==> config.mk <==
export PLATFORM = sky130hd
export DESIGN_NAME = fblm_top
export DESIGN_NICKNAME = d
export VERILOG_FILES = /design/src/hdl/fblm_pkg.sv /design/src/hdl/fblm_ecc_map.sv /design/src/hdl/fblm_top.sv
export SDC_FILE = /design/constraint.sdc
export NUM_CORES = 1
export LEC_CHECK = 0
export BUFFER_PORTS_ARGS = -buffer_cell sky130_fd_sc_hd__clkbuf_2
export CORE_ASPECT_RATIO = 2
export CORE_MARGIN = 5
export CORE_UTILIZATION = 40
export CTS_CLUSTER_DIAMETER = 100
export DETAILED_ROUTE_END_ITERATION = 16
export GPL_ROUTABILITY_DRIVEN = 0
export MAX_ROUTING_LAYER = met4
export PLACE_DENSITY = 0.59
export SKIP_CTS_REPAIR_TIMING = 1
export SYNTH_ARGS = -nofsm -noshare
export SYNTH_HDL_FRONTEND = slang
export SYNTH_SLANG_ARGS = --single-unit
==> constraint.sdc <==
create_clock -name clock -period 1.7 [get_ports clock]
set_clock_uncertainty 0.05 [all_clocks]
set_input_delay 0.17 -clock clock [delete_from_list [all_inputs] [get_ports clock]]
set_output_delay 0.17 -clock clock [all_outputs]
set_load 0.01 [all_outputs]
==> src/hdl/fblm_pkg.sv <==
// package: frame slot layout and ecc ram packing constants and carriers
package fblm_pkg;
    localparam int unsigned FBLM_ADDR_W = 22;
    localparam int unsigned FBLM_OFF_W  = 12;
    localparam int unsigned FBLM_ERAM_W = 10;

    // frame slot field starts and lengths in bytes
    localparam logic [11:0] FBLM_SYNC_OFF  = 12'h000;
    localparam logic [11:0] FBLM_SYNC_LEN  = 12'h00C;
    localparam logic [11:0] FBLM_HDR_OFF   = 12'h00C;
    localparam logic [11:0] FBLM_HDR_LEN   = 12'h004;
    localparam logic [11:0] FBLM_DATA_OFF  = 12'h010;
    localparam logic [11:0] FBLM_DATA_LEN  = 12'h800;
    localparam logic [11:0] FBLM_CRC_OFF   = 12'h810;
    localparam logic [11:0] FBLM_CRC_LEN   = 12'h004;
    localparam logic [11:0] FBLM_PAD_OFF   = 12'h814;
    localparam logic [11:0] FBLM_PAD_LEN   = 12'h008;
    localparam logic [11:0] FBLM_PPAR_OFF  = 12'h81C;
    localparam logic [11:0] FBLM_PPAR_LEN  = 12'h0AC;
    localparam logic [11:0] FBLM_QPAR_OFF  = 12'h8C8;
    localparam logic [11:0] FBLM_QPAR_LEN  = 12'h068;
    localparam logic [11:0] FBLM_QCH_OFF   = 12'h930;
    localparam logic [11:0] FBLM_QCH_LEN   = 12'h010;
    localparam logic [11:0] FBLM_SUB_OFF   = 12'h940;
    localparam logic [11:0] FBLM_SUB_LEN   = 12'h060;
    localparam logic [11:0] FBLM_FLAG_OFF  = 12'h9A0;
    localparam logic [11:0] FBLM_FLAG_LEN  = 12'h126;
    localparam logic [11:0] FBLM_CREM_OFF  = 12'hAC6;
    localparam logic [11:0] FBLM_CREM_LEN  = 12'h004;
    localparam logic [11:0] FBLM_PSYN_OFF  = 12'hACA;
    localparam logic [11:0] FBLM_PSYN_LEN  = 12'h0AC;
    localparam logic [11:0] FBLM_QSYN_OFF  = 12'hB76;
    localparam logic [11:0] FBLM_QSYN_LEN  = 12'h068;
    localparam logic [11:0] FBLM_STAT_OFF  = 12'hBDE;
    localparam logic [11:0] FBLM_STAT_LEN  = 12'h001;
    localparam logic [11:0] FBLM_SLOT_LEN  = 12'hBDF;

    // ecc ram word byte addresses
    localparam logic [9:0] FBLM_E_PQ_BASE   = 10'h000;
    localparam logic [9:0] FBLM_E_PF_BASE   = 10'h0D0;
    localparam logic [9:0] FBLM_E_F4_BASE   = 10'h158;
    localparam logic [9:0] FBLM_E_FT_ADDR   = 10'h238;
    localparam logic [9:0] FBLM_E_CREM_ADDR = 10'h23C;
    localparam logic [9:0] FBLM_E_HDR_ADDR  = 10'h240;
    localparam logic [9:0] FBLM_E_REG_BASE  = 10'h244;

    // index limits
    localparam logic [8:0] FBLM_PQ_PAIRS   = 9'h034;
    localparam logic [8:0] FBLM_P_PAIRS    = 9'h056;
    localparam logic [8:0] FBLM_Q_PAIRS    = 9'h034;
    localparam logic [8:0] FBLM_FLAG_LO    = 9'h044;
    localparam logic [8:0] FBLM_FLAG_F4END = 9'h124;
    localparam logic [8:0] FBLM_FLAG_CNT   = 9'h126;
    localparam logic [8:0] FBLM_HDR_CNT    = 9'h004;
    localparam logic [8:0] FBLM_CREM_CNT   = 9'h004;
    localparam logic [8:0] FBLM_EREG_CNT   = 9'h040;

    typedef enum logic [3:0] {
        FBLM_F_SYNC, FBLM_F_HDR, FBLM_F_DATA, FBLM_F_CRC, FBLM_F_PAD,
        FBLM_F_PPAR, FBLM_F_QPAR, FBLM_F_QCH, FBLM_F_SUB, FBLM_F_FLAG,
        FBLM_F_CREM, FBLM_F_PSYN, FBLM_F_QSYN, FBLM_F_STAT
    } fblm_field_t;

    // ecc ram item kinds
    typedef enum logic [2:0] {
        FBLM_K_PSYN, FBLM_K_QSYN, FBLM_K_FLAG, FBLM_K_CREM, FBLM_K_HDR, FBLM_K_EREG
    } fblm_kind_t;

    typedef struct packed {
        logic                      valid;
        logic [10:0]               slot;
        fblm_field_t               field;
        logic [FBLM_OFF_W-1:0]     index;
    } fblm_buf_req_t;

    typedef struct packed {
        logic                      valid;
        logic                      err;
        logic [FBLM_ADDR_W-1:0]    addr;
        logic [FBLM_OFF_W-1:0]     offset;
    } fblm_buf_rsp_t;

    typedef struct packed {
        logic                      valid;
        fblm_kind_t                kind;
        logic [8:0]                index;
        logic                      sel;
    } fblm_ecc_req_t;

    typedef struct packed {
        logic                      valid;
        logic                      err;
        logic [FBLM_ERAM_W-1:0]    addr;
        logic [1:0]                lane;
    } fblm_ecc_rsp_t;
endpackage

==> src/hdl/fblm_ecc_map.sv <==
// ecc ram packing: item index to word address and byte lane, combinational
module fblm_ecc_map
    import fblm_pkg::*;
(
    input  fblm_pkg::fblm_kind_t     kind,
    input  wire logic [8:0]          index,
    input  wire logic                sel,
    output logic                     err,
    output logic [FBLM_ERAM_W-1:0]   addr,
    output logic [1:0]               lane
);
    logic [8:0] rel;

    always_comb begin
        err  = 1'b0;
        addr = '0;
        lane = 2'h0;
        rel  = '0;
        unique case (kind)
            FBLM_K_PSYN: begin
                // sel picks s1 over s0
                if (index >= FBLM_P_PAIRS) begin
                    err = 1'b1;
                end else begin
                    addr = FBLM_E_PQ_BASE + {index[7:0], 2'h0};
                    lane = {1'b1, sel};
                end
            end
            FBLM_K_QSYN: begin
                if (index >= FBLM_Q_PAIRS) begin
                    err = 1'b1;
                end else begin
                    addr = FBLM_E_PQ_BASE + {index[7:0], 2'h0};
                    lane = {1'b0, sel};
                end
            end
            FBLM_K_FLAG: begin
                if (index >= FBLM_FLAG_CNT) begin
                    err = 1'b1;
                end else if (index < FBLM_FLAG_LO) begin
                    // two per word, sharing with upper p syndromes
                    addr = FBLM_E_PF_BASE + {1'b0, index[7:1], 2'h0};
                    lane = {1'b0, index[0]};
                end else if (index < FBLM_FLAG_F4END) begin
                    rel  = index - FBLM_FLAG_LO;
                    addr = FBLM_E_F4_BASE + {1'b0, rel[8:2], 2'h0};
                    lane = rel[1:0];
                end else begin
                    // upper two lanes of this word stay unused
                    addr = FBLM_E_FT_ADDR;
                    lane = {1'b0, index[0]};
                end
            end
            FBLM_K_CREM: begin
                err  = index >= FBLM_CREM_CNT;
                addr = FBLM_E_CREM_ADDR;
                lane = index[1:0];
            end
            FBLM_K_HDR: begin
                err  = index >= FBLM_HDR_CNT;
                addr = FBLM_E_HDR_ADDR;
                lane = index[1:0];
            end
            FBLM_K_EREG: begin
                err  = index >= FBLM_EREG_CNT;
                addr = FBLM_E_REG_BASE + {2'h0, index[7:2], 2'h0};
                lane = index[1:0];
            end
            default: begin
                err = 1'b1;
            end
        endcase
    end
endmodule

==> src/hdl/fblm_top.sv <==
// frame buffer slot address generator and ecc ram word mapper
// Operation
// - slot bytes 0..11 hold the twelve-byte sync field.
// - slot bytes 12..15 hold the four header bytes.
// - slot bytes 16..2063 hold the 2048 user data bytes.
// - slot bytes 2064..2067 hold four crc parity bytes.
// - slot bytes 2068..2075 are eight padding bytes.
// - slot bytes 2076..2247 hold 172 p parity bytes.
// - slot bytes 2248..2351 hold 104 q parity bytes.
// - slot bytes 2352..2367 hold sixteen q subcode bytes.
// - slot bytes 2368..2463 hold 96 sub-channel bytes.
// - slot bytes 2464..2757 hold 294 error flag bytes.
// - slot bytes 2758..2761 hold the crc remainder.
// - slot bytes 2762..2933 hold 172 p syndrome bytes.
// - slot bytes 2934..3037 hold 104 q syndrome bytes.
// - status byte at 3038; slot is 3039 bytes long.
// - ecc words 0x000..0x0CC pack p pair high, q pair low, pairs 0..51.
// - ecc words 0x0D0..0x154 pack p pairs 52..85 high, flags 0..67 low.
// - ecc words 0x158..0x234 hold four flags each, 68..291, lowest in lane 0.
// - ecc word 0x238 holds flags 292,293 in lanes 0,1; upper lanes unused.
// - ecc word 0x23C holds crc remainder byte n in lane n.
// - ecc word 0x240 holds header byte n in lane n.
// - ecc working registers four per word from 0x244, index mod four is lane.
module fblm_top
    import fblm_pkg::*;
#(
    parameter logic [FBLM_ADDR_W-1:0] BUF_BASE = '0
)
(
    input  wire logic                clock,
    input  wire logic                sys_rst,
    input  fblm_pkg::fblm_buf_req_t  buf_req,
    output fblm_pkg::fblm_buf_rsp_t  buf_rsp,
    input  fblm_pkg::fblm_ecc_req_t  ecc_req,
    output fblm_pkg::fblm_ecc_rsp_t  ecc_rsp
);
    import fblm_pkg::*;

    typedef struct packed {
        fblm_buf_rsp_t buf_rsp;
        fblm_ecc_rsp_t ecc_rsp;
    } fblm_state_t;

    fblm_state_t state_reg;
    fblm_state_t state_next;

    logic [11:0]            fld_off;
    logic [11:0]            fld_len;
    logic                   ecc_err;
    logic [FBLM_ERAM_W-1:0] ecc_addr;
    logic [1:0]             ecc_lane;
    logic [FBLM_ADDR_W-1:0] slot_base;
    logic [11:0]            byte_off;

    always_comb begin
        fld_off = FBLM_SYNC_OFF;
        fld_len = FBLM_SYNC_LEN;
        unique case (buf_req.field)
            FBLM_F_SYNC: begin
                fld_off = FBLM_SYNC_OFF;
                fld_len = FBLM_SYNC_LEN;
            end
            FBLM_F_HDR: begin
                fld_off = FBLM_HDR_OFF;
                fld_len = FBLM_HDR_LEN;
            end
            FBLM_F_DATA: begin
                fld_off = FBLM_DATA_OFF;
                fld_len = FBLM_DATA_LEN;
            end
            FBLM_F_CRC: begin
                fld_off = FBLM_CRC_OFF;
                fld_len = FBLM_CRC_LEN;
            end
            FBLM_F_PAD: begin
                fld_off = FBLM_PAD_OFF;
                fld_len = FBLM_PAD_LEN;
            end
            FBLM_F_PPAR: begin
                fld_off = FBLM_PPAR_OFF;
                fld_len = FBLM_PPAR_LEN;
            end
            FBLM_F_QPAR: begin
                fld_off = FBLM_QPAR_OFF;
                fld_len = FBLM_QPAR_LEN;
            end
            FBLM_F_QCH: begin
                fld_off = FBLM_QCH_OFF;
                fld_len = FBLM_QCH_LEN;
            end
            FBLM_F_SUB: begin
                fld_off = FBLM_SUB_OFF;
                fld_len = FBLM_SUB_LEN;
            end
            FBLM_F_FLAG: begin
                fld_off = FBLM_FLAG_OFF;
                fld_len = FBLM_FLAG_LEN;
            end
            FBLM_F_CREM: begin
                fld_off = FBLM_CREM_OFF;
                fld_len = FBLM_CREM_LEN;
            end
            FBLM_F_PSYN: begin
                fld_off = FBLM_PSYN_OFF;
                fld_len = FBLM_PSYN_LEN;
            end
            FBLM_F_QSYN: begin
                fld_off = FBLM_QSYN_OFF;
                fld_len = FBLM_QSYN_LEN;
            end
            FBLM_F_STAT: begin
                fld_off = FBLM_STAT_OFF;
                fld_len = FBLM_STAT_LEN;
            end
            default: begin
                fld_off = FBLM_SYNC_OFF;
                fld_len = 12'h000;
            end
        endcase
    end

    fblm_ecc_map u_ecc_map (
        .kind  (ecc_req.kind),
        .index (ecc_req.index),
        .sel   (ecc_req.sel),
        .err   (ecc_err),
        .addr  (ecc_addr),
        .lane  (ecc_lane)
    );

    // slots packed back to back; product widened first, wraps at the address width
    assign slot_base = BUF_BASE + FBLM_ADDR_W'(buf_req.slot) * FBLM_ADDR_W'(FBLM_SLOT_LEN);
    assign byte_off  = fld_off + buf_req.index;

    always_comb begin
        state_next = state_reg;
        state_next.buf_rsp.valid = buf_req.valid;
        state_next.ecc_rsp.valid = ecc_req.valid;
        if (buf_req.valid) begin
            // index beyond the field is flagged, address still formed
            state_next.buf_rsp.err    = buf_req.index >= fld_len;
            state_next.buf_rsp.offset = byte_off;
            state_next.buf_rsp.addr   = slot_base + FBLM_ADDR_W'(byte_off);
        end
        if (ecc_req.valid) begin
            state_next.ecc_rsp.err  = ecc_err;
            state_next.ecc_rsp.addr = ecc_addr;
            state_next.ecc_rsp.lane = ecc_lane;
        end
    end

    always_ff @(posedge clock or posedge sys_rst) begin
        if (sys_rst) begin
            state_reg <= '0;
        end else begin
            state_reg <= state_next;
        end
    end

    assign buf_rsp = state_reg.buf_rsp;
    assign ecc_rsp = state_reg.ecc_rsp;
endmodule

==> metrics.txt <==
Netlist cell types 67; dpl hpwl 17400 um; Avg WL per Cell 16.7 um; maximum fanout along the worst path 5; Worst R2R Path Depth 3; Vias 6265; post-synth top area share 0.199; pin count of the biggest net entering global routing 49; layout cells sized above 1 0.453; ys async rst share 1.00; post-synth top area cell fa_1; delay-heaviest family, CP adder cells; Crit path required time 1.83 ns; crit-path max cell delay 0.54 ns; Top Layer Used met4; Area Overhead vs Synth 46.8%; via/cell ratio 5.12; final hold violations 0; VDD IR-drop max 1.53 mV; worst hold margin 0.0664 ns; Routed met2 length 12600 um; die area 0.0200 mm^2; M1 WL 6430 um; Avg Cell Area, Syn 9.34 um^2; CP arrival 5.91 ns; CTS tree done; Total Routing Usage GR 0.217; DRT antenna net count 0; Int Power 13.4 mW; Crit path depth 27; Post-synth EDFFs 0; CTS H-tree depth 2; Power Dens Cells 2400 mW/mm^2; final WL 20500 um; status finished, violations left; DRC viols 0; Yosys warning count 0; mapped cell area 0.00684 mm^2; top cells by area, synth fa_1 20%, ha_1 19%, dfrtp_1 18%; sequential share of power 0.075; Seq/Total Area, Yosys 0.176; combinational power share 0.875; Inserted Clock Buffers 5; Setup WS post-layout -4.08 ns; CORE AREA 0.0168 mm^2; number of max-cap violations 0; crit start category primary input; Buffers & Inverters on Critical Path 5; Die W 102 um; Tmin final 5.78 ns; # diodes 0; Sw Share 0.446; Slew Viols, Final 0; hold path cells 3; non-filler cells, final 1224; CP max-delay cell fa_1; Iter 0 DRT Violations 153; Final nets 1230; Die Y 195 um; Clock Power Share 0.050; GRT Residual Overflow 0; initial antenna violation count 0; Pre-antenna DRT Iters 5; Post-Syn Instances 732; Clock Latency Late Sink 0.30 ns; synthesized flop and latch total 48; initial core utilization 0.408; top cells by count, synth 134 x inv_1, 102 x ha_1, 68 x fa_1; Placed Cells 1198; Hold Crit Class in -> reg; top-count cell post-synth inv_1; failing checks setup timing; root buf cell clkbuf_16; vias in the first global route 7038; WS Path Type in -> reg; first-pass GRT wire length 32900 um; RSZ-0062 raised after global routing yes; Layout Utilization 0.599; sw power 10.8 mW; endpoints failing setup 36; Max Root-Sink Buffers 2; Leakage Power 5.03 nW; Reg clk slew, reported paths 0.07 ns; IO Count 94; num rows 67; Critical Path Sink Type flip-flop; met3 WL 419 um; Tcrit/Tclk final 3.40; CTS sink count 48; upper clock frequency limit 0.173 GHz; Port Buffers 91; Main synth FF type dfrtp_1
==> flip-flops by register name, summed over array words and instances, names as in the netlist <==
name     cells
ecc_rsp     12
buf_rsp     36
==> power by group through the flow <==
stage	clock, mW	combinational, mW	sequential (mW)
2_1_floorplan	0	10.7	1.96
3_3_place_gp	0	17.5	1.83
3_5_place_dp	0	17.8	1.84
4_1_cts	1.23	18.0	1.82
5_1_grt	1.28	22.9	1.86
6_report	1.20	21.1	1.81
==> placed cells by master (no fill, tap or decap), types with 6 or more instances in the layout <==
| cell type | n |
|---|---|
| clkbuf_2 | 88 |
| nor2_1 | 31 |
| inv_1 | 116 |
| a21oi_2 | 18 |
| mux2i_1 | 9 |
| xor2_1 | 6 |
| inv_2 | 15 |
| o21ai_1 | 10 |
| mux2_2 | 11 |
| a21o_1 | 10 |
| buf_6 | 12 |
| nand2b_1 | 11 |
| nor3_1 | 7 |
| xnor2_1 | 23 |
| mux2_4 | 11 |
| ha_1 | 84 |
| nand2_1 | 28 |
| ha_4 | 13 |
| fa_1 | 61 |
| nand3_1 | 8 |
| dfrtp_1 | 48 |
| fa_2 | 7 |
| o21ai_2 | 10 |
| a21oi_1 | 28 |
| o21ai_0 | 16 |
| xnor2_2 | 8 |
| buf_4 | 193 |
==> metrics by stage <==
stage	setup slack, ns	cell area, um^2	TNS (ns)	total power [mW]
floorplan	-4.20	7020	-75.40	12.6
CTS	-4.33	9200	-80.60	21.0
global route	-4.28	10000	-79.21	26.0
detailed placement	-4.63	9020	-93.52	19.7
global placement	-4.50	9020	-91.79	19.3
finish	-4.08	10000	-74.41	24.1
==> logic make-up after synthesis <==
kind of cell | count (synthesis) | share of synthesized area
adder cells (fa/ha/maj) | 170 | 0.386
buffers and inverters | 157 | 0.0926
AO/OA/AOI/OAI | 152 | 0.144
AND/OR/NAND/NOR | 129 | 0.0952
flip-flops | 48 | 0.176
XOR/XNOR | 43 | 0.0551
multiplexers | 32 | 0.0514
other | 1 | 0.000549
==> final cells by class <==
| class | count | area, um^2 |
|---|---|---|
| fillers | 1490 | 6730 |
| multi-input cells | 528 | 5780 |
| repair buffers | 299 | 2110 |
| flip-flops and latches | 48 | 1200 |
| inverters | 134 | 513 |
| well taps | 207 | 259 |
| clock buffers | 6 | 139 |
| clock inverters | 2 | 38.8 |
==> layer usage <==
layer / vias up / track usage
met5: - / -
met4: 0 / 0.106
met3: 61 / 0.0144
met2: 147 / 0.435
met1: 3055 / 0.191
li1: 3002 / -
==> worst reg2reg max path, cell delays in order, from the launching register on <==
cell	delay, ns
dfrtp_1	0.39
inv_1	0.06
o22ai_1	0.07
a311o_1	0.32
==> worst paths after layout <==
kind | start | slack, ns | endpoint
setup / recovery | buf_req[13] | -4.08 | buf_rsp[31]
hold / removal | ecc_req[0] | 0.07 | ecc_rsp[0]
setup reg to reg | ecc_rsp[5] | 0.70 | ecc_rsp[5]
hold reg to reg | buf_rsp[20] | 0.46 | buf_rsp[20]
max in group asynchronous | sys_rst | 0.96 | buf_rsp[9]
min in group asynchronous | sys_rst | 0.39 | buf_rsp[21]
(Power assumes the default switching activity.)
